<file path="config.mk">
export PLATFORM = sky130hd
export DESIGN_NAME = counter_control_event_config
export DESIGN_NICKNAME = d
export VERILOG_FILES = /design/src/logic/counter_ctl_pkg.sv /design/src/logic/event_link_if.sv /design/src/logic/counter_control_event_config.sv /design/src/logic/event_input_shaper.sv
export SDC_FILE = /design/constraint.sdc
export NUM_CORES = 1
export LEC_CHECK = 0
export ABC_CLOCK_PERIOD_IN_PS = 2300
export BUFFER_PORTS_ARGS = -buffer_cell sky130_fd_sc_hd__buf_4
export CAP_MARGIN = 20
export CORE_ASPECT_RATIO = 0.7
export CORE_MARGIN = 2
export CORE_UTILIZATION = 30
export CTS_CLUSTER_DIAMETER = 60
export DETAILED_ROUTE_END_ITERATION = 7
export GPL_TIMING_DRIVEN = 1
export SYNTH_ARGS = -nofsm -noshare
export SYNTH_HDL_FRONTEND = slang
export SYNTH_SLANG_ARGS = --single-unit
export TNS_END_PERCENT = 10
</file>
<file path="constraint.sdc">
create_clock -name clock -period 2.3 [get_ports clock]
set_input_delay 0.46 -clock clock [delete_from_list [all_inputs] [get_ports clock]]
set_output_delay 0.46 -clock clock [all_outputs]
set_load 0.02 [all_outputs]
</file>
<file path="src/logic/counter_ctl_pkg.sv">
// constants, field layout and codes for the counter control and event block
package counter_ctl_pkg;
   localparam int ADDR_W = 8;                        // register address width
   localparam int DATA_W = 16;                       // register data width
   localparam logic [7:0] ADDR_CTRLB_CLR = 8'h04;    // control_b_clear offset
   localparam logic [7:0] ADDR_CTRLB_SET = 8'h05;    // control_b_set offset
   localparam logic [7:0] ADDR_CTRL_C = 8'h06;       // control_c offset
   localparam logic [7:0] ADDR_DBG = 8'h08;          // debug_control offset
   localparam logic [7:0] ADDR_EVCTL = 8'h0A;        // event_control offset
   localparam int CMD_LSB = 6;                       // command field low bit
   localparam int SINGLE_RUN_BIT = 2;                // single-run bit
   localparam int DIR_BIT = 0;                       // count direction bit
   localparam int CAPT_LSB = 4;                      // capture_select_x low bit
   localparam int INV_LSB = 0;                       // output_invert_x low bit
   localparam int RUN_IN_DEBUG_HALT_BIT = 0;                    // run_in_debug_halt bit
   localparam int CH_EVO_LSB = 12;                   // channel_event_out_x low bit
   localparam int WRAP_EVO_BIT = 8;                  // wrap_event_out enable bit
   localparam int EVI_EN_BIT = 5;                    // event_input_enable bit
   localparam int EVI_INV_BIT = 4;                   // event_input_invert bit
   localparam int REACT_LSB = 0;                     // event_reaction low bit
   localparam logic [1:0] CMD_RST = 2'h0;            // command reset value
   localparam logic [7:0] CTRL_C_RST = 8'h00;        // control_c reset value
   localparam logic [2:0] REACT_RST = 3'h0;          // event_reaction reset value
   localparam logic [15:0] RDATA_ZERO = 16'h0000;    // idle and unmapped read value
   // software command codes
   typedef enum logic [1:0] {
      CMD_NONE = 2'h0,
      CMD_RETRIG = 2'h1,
      CMD_STOP = 2'h2,
      CMD_RSVD = 2'h3
   } cmd_t;
   // event reaction codes
   typedef enum logic [2:0] {
      REACT_OFF = 3'h0,
      REACT_RETRIG = 3'h1,
      REACT_COUNT = 3'h2,
      REACT_START = 3'h3,
      REACT_RSVD4 = 3'h4,
      REACT_PPW = 3'h5,
      REACT_PWP = 3'h6,
      REACT_RSVD7 = 3'h7
   } react_t;
   // run state, one-hot
   typedef enum logic [1:0] {
      ST_IDLE = 2'b01,
      ST_RUN = 2'b10
   } run_state_t;
endpackage

</file>
<file path="src/logic/event_link_if.sv">
// bundle between the register block and the event input shaper
`timescale 1ns/100ps
`default_nettype none
interface event_link_if;
   logic ev_in;                        // incoming event from the event network
   logic in_enable;                    // event_input_enable
   logic in_invert;                    // event_input_invert
   counter_ctl_pkg::react_t reaction;  // selected event reaction
   logic act_retrigger;                // event asks for retrigger
   logic act_start;                    // event asks for start
   logic act_count;                    // event asks for one count
   logic act_measure;                  // measurement mode active
   logic meas_level;                   // event level for measurement
   modport shaper (input ev_in, in_enable, in_invert, reaction,
                   output act_retrigger, act_start, act_count, act_measure, meas_level);
   modport owner (output ev_in, in_enable, in_invert, reaction,
                  input act_retrigger, act_start, act_count, act_measure, meas_level);
endinterface
`default_nettype wire

</file>
<file path="src/logic/counter_control_event_config.sv">
// control, channel configuration, debug and event control registers of the counter unit
//
// Decided for this implementation: the strobed register port.
`timescale 1ns/100ps
`default_nettype none
module counter_control_event_config #(
   parameter int NUM_CH = 2   // compare/capture channels
) (
   input wire logic clock,                         // 25 MHz system clock
   input wire logic sys_rst,                       // synchronous reset, high
   input wire logic [7:0] reg_addr,                // register address
   input wire logic [15:0] reg_wdata,              // write data
   input wire logic reg_wr,                        // write strobe
   input wire logic reg_rd,                        // read strobe
   output logic [15:0] reg_rdata,                  // read data, cycle after strobe
   input wire logic sw_reset,                      // software reset pulse
   input wire logic counter_enable,                // counter unit enabled
   input wire logic cnt_tick,                      // prescaled counter clock enable
   input wire logic debug_halt,                    // device halted in debug
   input wire logic wrap_hit,                      // overflow/underflow pulse
   input wire logic [NUM_CH-1:0] chan_hit,         // match or capture pulses
   input wire logic [NUM_CH-1:0] wave_raw,         // raw channel waveforms
   input wire logic event_in,                      // incoming event
   output logic retrigger_pulse,                   // start/restart request
   output logic stop_pulse,                        // stop request
   output logic counter_running,                   // run state
   output logic count_down,                        // direction
   output logic single_run,                        // single-run mode
   output logic [NUM_CH-1:0] capture_select,       // capture when high
   output logic [NUM_CH-1:0] waveform_out,         // waveform_out_x pins
   output logic counter_halt,                      // freeze for debug
   output logic [NUM_CH-1:0] channel_event_out,    // channel event pulses
   output logic wrap_event_out,                    // wrap event pulse
   output logic count_event,                       // count-on-event pulse
   output logic measure_active,                    // measurement mode on
   output logic measure_level,                     // shaped measurement level
   output logic [2:0] event_reaction               // active reaction code
);
   // refuse channel counts that the field layout cannot hold
   if (NUM_CH < 1 || NUM_CH > 2) begin : g_bad_ch
      $error("NUM_CH must be 1 or 2");
   end

   // address match helper
   function automatic logic hit(input logic [7:0] a, input logic [7:0] off);
      hit = (a == off);
   endfunction

   logic [1:0] cmd_r, cmd_nxt;               // pending command
   logic single_run_r, single_run_nxt;       // single-run bit
   logic dir_r, dir_nxt;                     // direction bit
   logic [NUM_CH-1:0] capt_r;                // capture_select_x
   logic [NUM_CH-1:0] inv_r;                 // output_invert_x
   logic run_in_debug_halt_r;                           // run_in_debug_halt
   logic [NUM_CH-1:0] ch_evo_r;              // channel event enables
   logic wrap_evo_r;                         // wrap event enable
   logic evi_en_r;                           // event_input_enable
   logic evi_inv_r;                          // event_input_invert
   logic [2:0] react_r;                      // event_reaction
   counter_ctl_pkg::run_state_t state_r;     // run state
   counter_ctl_pkg::run_state_t state_nxt;   // next run state
   logic wr_set, wr_clr, wr_c, wr_dbg, wr_ev; // write decodes
   logic tick_ok;                            // tick not frozen by debug
   logic exec;                               // command executes now
   logic do_retrig, do_stop;                 // decoded command actions
   logic halt_c;                             // halt condition
   logic [7:0] ctrlb_view;                   // shared control_b read view
   logic [15:0] rd_mux;                      // read mux
   logic [NUM_CH-1:0] chan_pad;              // channel enables padded
   event_link_if lnk ();                     // event bundle

   assign wr_set = reg_wr & hit(reg_addr, counter_ctl_pkg::ADDR_CTRLB_SET);
   assign wr_clr = reg_wr & hit(reg_addr, counter_ctl_pkg::ADDR_CTRLB_CLR);
   assign wr_c = reg_wr & hit(reg_addr, counter_ctl_pkg::ADDR_CTRL_C);
   assign wr_dbg = reg_wr & hit(reg_addr, counter_ctl_pkg::ADDR_DBG);
   assign wr_ev = reg_wr & hit(reg_addr, counter_ctl_pkg::ADDR_EVCTL);
   assign halt_c = debug_halt & ~run_in_debug_halt_r;
   assign tick_ok = cnt_tick & ~halt_c;
   assign exec = tick_ok & (cmd_r != counter_ctl_pkg::CMD_NONE);
   // reserved code gives neither action
   assign do_retrig = exec & (cmd_r == counter_ctl_pkg::CMD_RETRIG);
   assign do_stop = exec & (cmd_r == counter_ctl_pkg::CMD_STOP);

   // event shaper hookup
   assign lnk.ev_in = event_in;
   assign lnk.in_enable = evi_en_r;
   assign lnk.in_invert = evi_inv_r;
   assign lnk.reaction = counter_ctl_pkg::react_t'(react_r);
   event_input_shaper u_shaper (
      .lnk(lnk.shaper)
   );

   // next value of the shared control_b state; set beats clear
   always_comb begin
      cmd_nxt = cmd_r;
      single_run_nxt = single_run_r;
      dir_nxt = dir_r;
      if (exec) begin
         cmd_nxt = counter_ctl_pkg::CMD_NONE;
      end
      if (wr_clr) begin
         cmd_nxt = cmd_nxt & ~reg_wdata[counter_ctl_pkg::CMD_LSB +: 2];
         single_run_nxt = single_run_nxt & ~reg_wdata[counter_ctl_pkg::SINGLE_RUN_BIT];
         dir_nxt = dir_nxt & ~reg_wdata[counter_ctl_pkg::DIR_BIT];
      end
      if (wr_set) begin
         cmd_nxt = cmd_nxt | reg_wdata[counter_ctl_pkg::CMD_LSB +: 2];
         single_run_nxt = single_run_nxt | reg_wdata[counter_ctl_pkg::SINGLE_RUN_BIT];
         dir_nxt = dir_nxt | reg_wdata[counter_ctl_pkg::DIR_BIT];
      end
   end

   // control_b state register
   always_ff @(posedge clock) begin
      if (sys_rst || sw_reset) begin
         cmd_r <= counter_ctl_pkg::CMD_RST;
         single_run_r <= 1'b0;
         dir_r <= 1'b0;
      end else begin
         cmd_r <= cmd_nxt;
         single_run_r <= single_run_nxt;
         dir_r <= dir_nxt;
      end
   end

   // control_c: channel mode and inversion
   always_ff @(posedge clock) begin
      if (sys_rst || sw_reset) begin
         capt_r <= counter_ctl_pkg::CTRL_C_RST[counter_ctl_pkg::CAPT_LSB +: NUM_CH];
         inv_r <= counter_ctl_pkg::CTRL_C_RST[counter_ctl_pkg::INV_LSB +: NUM_CH];
      end else if (wr_c) begin
         capt_r <= reg_wdata[counter_ctl_pkg::CAPT_LSB +: NUM_CH];
         inv_r <= reg_wdata[counter_ctl_pkg::INV_LSB +: NUM_CH];
      end
   end

   // debug_control: kept across software reset
   always_ff @(posedge clock) begin
      if (sys_rst) begin
         run_in_debug_halt_r <= 1'b0;
      end else if (wr_dbg) begin
         run_in_debug_halt_r <= reg_wdata[counter_ctl_pkg::RUN_IN_DEBUG_HALT_BIT];
      end
   end

   // event_control; reaction locked while enabled
   always_ff @(posedge clock) begin
      if (sys_rst || sw_reset) begin
         ch_evo_r <= '0;
         wrap_evo_r <= 1'b0;
         evi_en_r <= 1'b0;
         evi_inv_r <= 1'b0;
         react_r <= counter_ctl_pkg::REACT_RST;
      end else if (wr_ev) begin
         ch_evo_r <= reg_wdata[counter_ctl_pkg::CH_EVO_LSB +: NUM_CH];
         wrap_evo_r <= reg_wdata[counter_ctl_pkg::WRAP_EVO_BIT];
         evi_en_r <= reg_wdata[counter_ctl_pkg::EVI_EN_BIT];
         evi_inv_r <= reg_wdata[counter_ctl_pkg::EVI_INV_BIT];
         if (!counter_enable) begin
            react_r <= reg_wdata[counter_ctl_pkg::REACT_LSB +: 3];
         end
      end
   end

   // run state: stop has priority over any start
   always_comb begin
      state_nxt = state_r;
      unique case (state_r)
         counter_ctl_pkg::ST_IDLE: begin
            if (!do_stop && (do_retrig || lnk.act_retrigger || lnk.act_start)) begin
               state_nxt = counter_ctl_pkg::ST_RUN;
            end
         end
         counter_ctl_pkg::ST_RUN: begin
            if (do_stop || (wrap_hit && single_run_r && !halt_c)) begin
               state_nxt = counter_ctl_pkg::ST_IDLE;
            end
         end
         default: begin
            state_nxt = counter_ctl_pkg::ST_IDLE;
         end
      endcase
   end

   // run state register
   always_ff @(posedge clock) begin
      if (sys_rst || sw_reset || !counter_enable) begin
         state_r <= counter_ctl_pkg::ST_IDLE;
      end else begin
         state_r <= state_nxt;
      end
   end

   // command pulses; a stop command suppresses a same-cycle retrigger
   always_ff @(posedge clock) begin
      if (sys_rst) begin
         retrigger_pulse <= 1'b0;
         stop_pulse <= 1'b0;
      end else begin
         retrigger_pulse <= (do_retrig | (lnk.act_retrigger & ~halt_c)) & ~do_stop;
         stop_pulse <= do_stop | (wrap_hit & single_run_r & ~halt_c);
      end
   end

   // mode outputs and debug freeze
   always_ff @(posedge clock) begin
      if (sys_rst) begin
         counter_running <= 1'b0;
         count_down <= 1'b0;
         single_run <= 1'b0;
         capture_select <= '0;
         counter_halt <= 1'b0;
         event_reaction <= counter_ctl_pkg::REACT_RST;
      end else begin
         counter_running <= (state_nxt == counter_ctl_pkg::ST_RUN) && counter_enable;
         count_down <= dir_r;
         single_run <= single_run_r;
         capture_select <= capt_r;
         counter_halt <= halt_c;
         event_reaction <= react_r;
      end
   end

   // per-channel waveform inversion and event output
   generate
      for (genvar i = 0; i < NUM_CH; i++) begin : g_ch
         always_ff @(posedge clock) begin
            if (sys_rst) begin
               waveform_out[i] <= 1'b0;
               channel_event_out[i] <= 1'b0;
            end else begin
               waveform_out[i] <= wave_raw[i] ^ inv_r[i];
               channel_event_out[i] <= chan_hit[i] & ch_evo_r[i];
            end
         end
      end
   endgenerate

   // wrap and incoming-event outputs
   always_ff @(posedge clock) begin
      if (sys_rst) begin
         wrap_event_out <= 1'b0;
         count_event <= 1'b0;
         measure_active <= 1'b0;
         measure_level <= 1'b0;
      end else begin
         wrap_event_out <= wrap_hit & wrap_evo_r;
         count_event <= lnk.act_count & (state_r == counter_ctl_pkg::ST_RUN) & ~halt_c;
         measure_active <= lnk.act_measure;
         measure_level <= lnk.meas_level & lnk.act_measure;
      end
   end

   // read mux; reserved bits and unmapped addresses read zero
   assign chan_pad = ch_evo_r;
   assign ctrlb_view = {cmd_r, 3'h0, single_run_r, 1'b0, dir_r};
   always_comb begin
      rd_mux = counter_ctl_pkg::RDATA_ZERO;
      if (hit(reg_addr, counter_ctl_pkg::ADDR_CTRLB_CLR) ||
          hit(reg_addr, counter_ctl_pkg::ADDR_CTRLB_SET)) begin
         rd_mux[7:0] = ctrlb_view;
      end else if (hit(reg_addr, counter_ctl_pkg::ADDR_CTRL_C)) begin
         rd_mux[counter_ctl_pkg::CAPT_LSB +: NUM_CH] = capt_r;
         rd_mux[counter_ctl_pkg::INV_LSB +: NUM_CH] = inv_r;
      end else if (hit(reg_addr, counter_ctl_pkg::ADDR_DBG)) begin
         rd_mux[counter_ctl_pkg::RUN_IN_DEBUG_HALT_BIT] = run_in_debug_halt_r;
      end else if (hit(reg_addr, counter_ctl_pkg::ADDR_EVCTL)) begin
         rd_mux[counter_ctl_pkg::CH_EVO_LSB +: NUM_CH] = chan_pad;
         rd_mux[counter_ctl_pkg::WRAP_EVO_BIT] = wrap_evo_r;
         rd_mux[counter_ctl_pkg::EVI_EN_BIT] = evi_en_r;
         rd_mux[counter_ctl_pkg::EVI_INV_BIT] = evi_inv_r;
         rd_mux[counter_ctl_pkg::REACT_LSB +: 3] = react_r;
      end
   end

   // read data stands only in the cycle after the strobe
   always_ff @(posedge clock) begin
      if (sys_rst) begin
         reg_rdata <= counter_ctl_pkg::RDATA_ZERO;
      end else if (reg_rd) begin
         reg_rdata <= rd_mux;
      end else begin
         reg_rdata <= counter_ctl_pkg::RDATA_ZERO;
      end
   end

   // checks on the design's own behaviour
   AST_CMD_CLEARS: assert property (@(posedge clock) disable iff (sys_rst)
      (exec && !wr_set) |=> (cmd_r == counter_ctl_pkg::CMD_NONE))
      else $error("command not cleared after execution");
   AST_RETRIG_PULSE: assert property (@(posedge clock) disable iff (sys_rst)
      (exec && cmd_r == counter_ctl_pkg::CMD_RETRIG && !sw_reset) |=> retrigger_pulse)
      else $error("retrigger command gave no pulse");
   AST_RSVD_QUIET: assert property (@(posedge clock) disable iff (sys_rst)
      (exec && cmd_r == counter_ctl_pkg::CMD_RSVD && !lnk.act_retrigger && !wrap_hit)
      |=> (!retrigger_pulse && !stop_pulse))
      else $error("reserved command had an effect");
   AST_SET_KEEPS: assert property (@(posedge clock) disable iff (sys_rst)
      (wr_set && !sw_reset && $past(cmd_r) == cmd_r && cmd_r[0] && !exec) |=> cmd_r[0])
      else $error("zero write to set register lost a command bit");
   AST_DIR_SET: assert property (@(posedge clock) disable iff (sys_rst)
      (wr_set && reg_wdata[counter_ctl_pkg::DIR_BIT] && !sw_reset) |=> ##1 count_down)
      else $error("direction set did not reach output");
   AST_REACT_LOCK: assert property (@(posedge clock) disable iff (sys_rst)
      (wr_ev && counter_enable && !sw_reset) |=> $stable(react_r))
      else $error("reaction changed while enabled");
   AST_DBG_KEEP: assert property (@(posedge clock) disable iff (sys_rst)
      (sw_reset && !wr_dbg) |=> $stable(run_in_debug_halt_r))
      else $error("debug bit changed by software reset");
   AST_HALT: assert property (@(posedge clock) disable iff (sys_rst)
      (debug_halt && !run_in_debug_halt_r) |=> counter_halt)
      else $error("counter not halted in debug");
   AST_WRAP_EVT: assert property (@(posedge clock) disable iff (sys_rst)
      wrap_event_out |-> $past(wrap_hit) && $past(wrap_evo_r))
      else $error("wrap event without cause");
   AST_SINGLE_RUN_STOP: assert property (@(posedge clock) disable iff (sys_rst)
      (state_r == counter_ctl_pkg::ST_RUN && wrap_hit && single_run_r && !halt_c)
      |=> state_r == counter_ctl_pkg::ST_IDLE ##1 !counter_running)
      else $error("single-run did not stop on wrap");
   AST_RSVD_READ: assert property (@(posedge clock) disable iff (sys_rst)
      (reg_rd && hit(reg_addr, counter_ctl_pkg::ADDR_CTRLB_SET)) |=> (reg_rdata[5:3] == 3'h0))
      else $error("reserved bits read nonzero");
endmodule
`default_nettype wire

</file>
<file path="src/logic/event_input_shaper.sv">
// gates and decodes the incoming event by the selected reaction, and inverts the measured level
`timescale 1ns/100ps
`default_nettype none
module event_input_shaper (
   event_link_if.shaper lnk   // event bundle
);
   logic ev_ok;   // event allowed through

   // incoming events act only while enabled
   assign ev_ok = lnk.ev_in & lnk.in_enable;

   // decode the reaction; reserved codes do nothing
   always_comb begin
      lnk.act_retrigger = 1'b0;
      lnk.act_start = 1'b0;
      lnk.act_count = 1'b0;
      lnk.act_measure = 1'b0;
      unique case (lnk.reaction)
         counter_ctl_pkg::REACT_RETRIG: begin
            lnk.act_retrigger = ev_ok;
         end
         counter_ctl_pkg::REACT_COUNT: begin
            lnk.act_count = ev_ok;
         end
         counter_ctl_pkg::REACT_START: begin
            lnk.act_start = ev_ok;
         end
         counter_ctl_pkg::REACT_PPW, counter_ctl_pkg::REACT_PWP: begin
            lnk.act_measure = lnk.in_enable;
         end
         default: begin
            lnk.act_measure = 1'b0;
         end
      endcase
   end

   // inversion applies to the measured level
   assign lnk.meas_level = (lnk.ev_in ^ lnk.in_invert) & lnk.in_enable;
endmodule
`default_nettype wire

</file>
# Word-level counts from Yosys, hierarchy flattened
# Index checks and enable logic that the tools add are counted.
# word_totals
regBits	54
in_bits	38
out_inout_bits	35
word_cells	134
# op_classes
n_eq_ne	15
mux	23
bitwise_logic	43
n_reduce_logical	20
# op_table
cell	count
$and 1x1->1	24
$eq 8x3->1 const B	3
$mux 2	10
$eq 8x4->1 const B	2
$mux 1	10
$not 1->1	9
$eq 2x2->1 const B	3
$eq 3x2->1 const B	2
$eq 3x3->1 const B	2
$logic_or 1x1->1	6
$mux 3	2
$reduce_or 3->1	2
$reduce_or 6->1	1
$eq 2x1->1 const B	2
$logic_and 1x1->1	4
$or 1x1->1	4
$pmux 2 s2	1
$reduce_or 2->1	2
$eq 3x1->1 const B	1
$logic_not 1->1	3
$xor 1x1->1	3
$and 2x2->2	1
$not 2->2	1
$or 2x2->2	1
2 further kinds	2

# Longest topological paths before layout
# depth
ltp_word	13
mapped_depth	6
ltp_nobuf	6

# By module
# Synthesis repeated with hierarchy kept, for this count alone.
# hier_totals
hier_cells	192
hier_area_um2	1915.6
# modules_own_cells
mod	instances	cells_each	area_each_um2	seq_area_each_um2
counter_control_event_config	1	183	1845.5	960.9
event_input_shaper	1	9	70.1	0.0

# Worst setup path after synthesis
# OpenSTA, ideal clock, no wires.
# synth_path
path_kind	input to register
from	in reg_addr[5]
to	reg run_in_debug_halt_r
setup_time_ns	0.128
arrival_ns	1.821
required_time_ns	2.172
setup_slack_ns	0.351
cell_stages	5
n_path_buf	1
path_cell_list	or4_4 > buf_6 > or4_4 > mux2i_1 > nor2_1
# synth_via
elab_chain_cells	2
# synth_lines
element	line	source
from (decl)	counter_control_event_config.sv:11	input wire logic [7:0] reg_addr,
$eq 8x4->1	counter_control_event_config.sv:46	hit = (a == off);
$and 1x1->1	counter_control_event_config.sv:75	assign wr_dbg = reg_wr & hit(reg_addr, counter_ctl_pkg::ADDR_DBG);
to (signal assigned)	counter_control_event_config.sv:142	run_in_debug_halt_r <= reg_wdata[counter_ctl_pkg::RUN_IN_DEBUG_HALT_BIT];
to (decl)	counter_control_event_config.sv:54	logic run_in_debug_halt_r;
# Every way passes these cells.
# A chain may end at the register's enable or synchronous reset.

# Worst setup path in the final report
# layout_path
from	reg state_r[0]
to	reg state_r[0]
# layout_via
elab_chain_cells	2
elab_cells_between_ends	5
cone_classes	eq/ne: 2; mux: 3
# layout_lines
element	line	source
from (decl)	counter_control_event_config.sv:60	counter_ctl_pkg::run_state_t state_r;
from (signal assigned)	counter_control_event_config.sv:188	state_r <= counter_ctl_pkg::ST_IDLE;
from (signal assigned)	counter_control_event_config.sv:190	state_r <= state_nxt;
$eq 2x2->1, or another cell as far along	counter_control_event_config.sv:168	unique case (state_r)
$pmux 2 s2 (*)	counter_control_event_config.sv:168	
# Mark *: on every way between the ends. The rest lies on a longest branch, timed or not.

==> flow_metrics.tcl <==
set metrics [dict create \
    synthesis.instances 195 \
    cts-hold-fix-buffers 0 \
    holdCritPathClass "in2reg" \
    grtUsageTotal_pct 13.1 \
    layout.cells.most_common_list "sky130_fd_sc_hd__buf_4 (62), sky130_fd_sc_hd__dfxtp_1 (48), sky130_fd_sc_hd__nor2_1 (21)" \
    clk_root_buffer_cell "sky130_fd_sc_hd__clkbuf_8" \
    cts.sinks 48 \
    layout_cell_share_with_drive_strength_beyond_1_pct 29.8 \
    htreeDepth 2 \
    post_cts.resized_instances 0 \
    synthArstFlopShare_pct 0 \
    grt_start_max_net_pins 21 \
    setup_viol 0 \
    synthFlopType "sky130_fd_sc_hd__dfxtp_1" \
    fp.coreArea_um2 6250 \
    post-route-worst-setup-slack_ns 0.485 \
    leakage_uw 0.00115 \
    r2r_setup_slack_ns 0.49 \
    clock_tree.buffer_depth 2 \
    number_of_flip_flops_in_the_largest_register 10 \
    irDropWorstVdd_mv 0.226 \
    initial_core_util_pct 31.0 \
    io_buffers 60 \
    worst_clock_skew_ns 0.00396 \
    final_period_minus_worst_setup_slack_ns 1.81 \
    fp.dieW_um 100 \
    pwr_density_cell_nw_per_um2 614 \
    rsz0062_at_grt "false" \
    synth_cell_types 39 \
    timing.max_cap.violations 0 \
    design.die.area_um2 7130 \
    fin_nets 297 \
    wire_per_inst_um 13.4 \
    timing.setup.critical_path_class "reg2reg" \
    wirelength_um 4490 \
    report.final.hold_viol_count 0 \
    tritoncts "done" \
    cp_data_arrival_time_ns 2.01 \
    worst_tran_pin_value_ns 0.564 \
    worstPathMaxFanout 4 \
    hold_path.startpoint "sw_reset" \
    synth_enable_flop_cells 0 \
    whs_ns 0.363 \
    count_of_cells_along_the_worst_hold_path 2 \
    timing_max_transition_violations_final 0 \
    rr_startpoint "state_r[0]" \
    post-cts-setup-buffers 0 \
    io_pins 73 \
    via_count 1555 \
    timing.final.crit_share_pct 78.9 \
    insertedDiodeCount 0 \
    run_status "complete, no violations" \
    regMostFlops "reg_rdata" \
    max_freq_mhz 551 \
    final_common_cell "sky130_fd_sc_hd__buf_4" \
    die_height_um 71.3 \
    fin_total_pwr_uw 1570 \
    end_kind "flop" \
    register_area_share_after_synthesis_pct 49.6 \
    worst_hold_path.endpoint "state_r[0]" \
    worst_rel_slew_slack_pct 62.3 \
    rows 24 \
    timing.setup.tns_ns 0 \
    area_delta_synth_final_pct 31.7 \
    viasPerCell 4.63 \
    first_iter_violations 39 \
    post-route-drc-count 0 \
    yosys_warnings 0 \
    globalplace.congestion 0.788 \
    place.detailed.hpwl_um 3450 \
    place_worst_setup_slack_ns 0.157 \
    synth.ff_latch_count 48 \
    post_synth_design_cell_area_um2 1940 \
    antenna_violating_nets_left 0 \
    kind_of_launch_point_of_the_worst_setup_path "flop" \
    critical_path_required_ns 2.49 \
    avgSynthCellArea_um2 9.94 \
    first_pass_grt_wire_length_um 7220 \
    tritoncts.num_buffers 5 \
    overflow_left_after_global_routing 0 \
    antenna_found_initial 0 \
    clk_transition_reported_paths_ns 0.09 \
    firstDrtPassIters 4 \
    later_pin_clock_latency_in_the_skew_report_ns 0.30 \
    finish.utilization_pct 40.9 \
    worst_r2r_path_depth 5 \
    first_global_vias 1463 \
    regToRegEndpoint "state_r[0]" \
]
## stage by stage
step / area [um^2] / std cells
2_1_floorplan: 1960 / 200
6_report: 2550 / 336
3_5_place_dp: 2440 / 328
5_1_grt: 2550 / 336
4_1_cts: 2550 / 336
3_3_place_gp: 2440 / 328
## cells by family (layout without fill, tap and decap cells)
logic type                 count (synthesis)  count (layout)  synth area share (%)
other                                      1               6                 0.193
and+or+nand+nor                           88              88                  26.9
DFF                                       48              48                  49.6
adders and majority gates                  2               2                  1.29
AOI/OAI and AO/OA                         24              24                  9.23
xor gates and xnor gates                   4               4                  1.81
buffers and inverters                     17              75                  5.29
muxes                                     11              11                  5.68
## where the power goes
group          switching [uW]  internal, uW  total (uW)
Combinational            59.8          49.6         109
Sequential              0.822           833         834
Clock                     296           328         624
## cell usage after synthesis, types with 4 or more instances
cell,count,area (um^2)
sky130_fd_sc_hd__a211oi_1,4,30.0
sky130_fd_sc_hd__a32o_1,5,50.1
sky130_fd_sc_hd__and2_1,5,31.3
sky130_fd_sc_hd__buf_4,6,45.0
sky130_fd_sc_hd__dfxtp_1,48,961
sky130_fd_sc_hd__inv_1,5,18.8
sky130_fd_sc_hd__mux2i_1,11,110
sky130_fd_sc_hd__nand2_1,12,45.0
sky130_fd_sc_hd__nand2b_1,8,50.1
sky130_fd_sc_hd__nor2_1,21,78.8
sky130_fd_sc_hd__nor2b_1,9,56.3
sky130_fd_sc_hd__nor3_1,5,25.0
sky130_fd_sc_hd__nor4_1,4,25.0
sky130_fd_sc_hd__o21ai_0,5,25.0
sky130_fd_sc_hd__or3_1,4,25.0
## per-layer routing
layer	routed length, um	up-vias	track usage [%]
li1	-	795	-
met3	312	5	4.00
met1	2340	705	19.4
met2	1800	50	18.4
met5	0	-	0
met4	42	0	4.11
## cell type report
class | count | area (um^2)
fill | 625 | 3690
sequential | 48 | 961
multi-input combinational | 135 | 893
timing repair buffer | 62 | 465
tap | 78 | 97.6
clock buffer | 5 | 68.8
clock inverter | 3 | 47.5
inverter | 5 | 18.8
## worst max-delay path by stage
stage	start	to	depth (start not counted)
floorplan	reg_addr[5]	run_in_debug_halt_r	5
CTS	reg_addr[5]	evi_en_r	5
global route	state_r[0]	state_r[0]	5
finish	state_r[0]	state_r[0]	5
global placement	reg_addr[5]	ch_evo_r[0]	5
detailed placement	reg_addr[5]	evi_en_r	5
## critical path: stages, from the launching register on
cell                        delay, ns
sky130_fd_sc_hd__dfxtp_1         0.39
sky130_fd_sc_hd__inv_1           0.06
sky130_fd_sc_hd__ha_1            0.31
sky130_fd_sc_hd__a2111oi_0       0.39
sky130_fd_sc_hd__o211ai_1        0.19
sky130_fd_sc_hd__or3_1           0.37
Note: power is estimated with default switching activity, not from simulation.
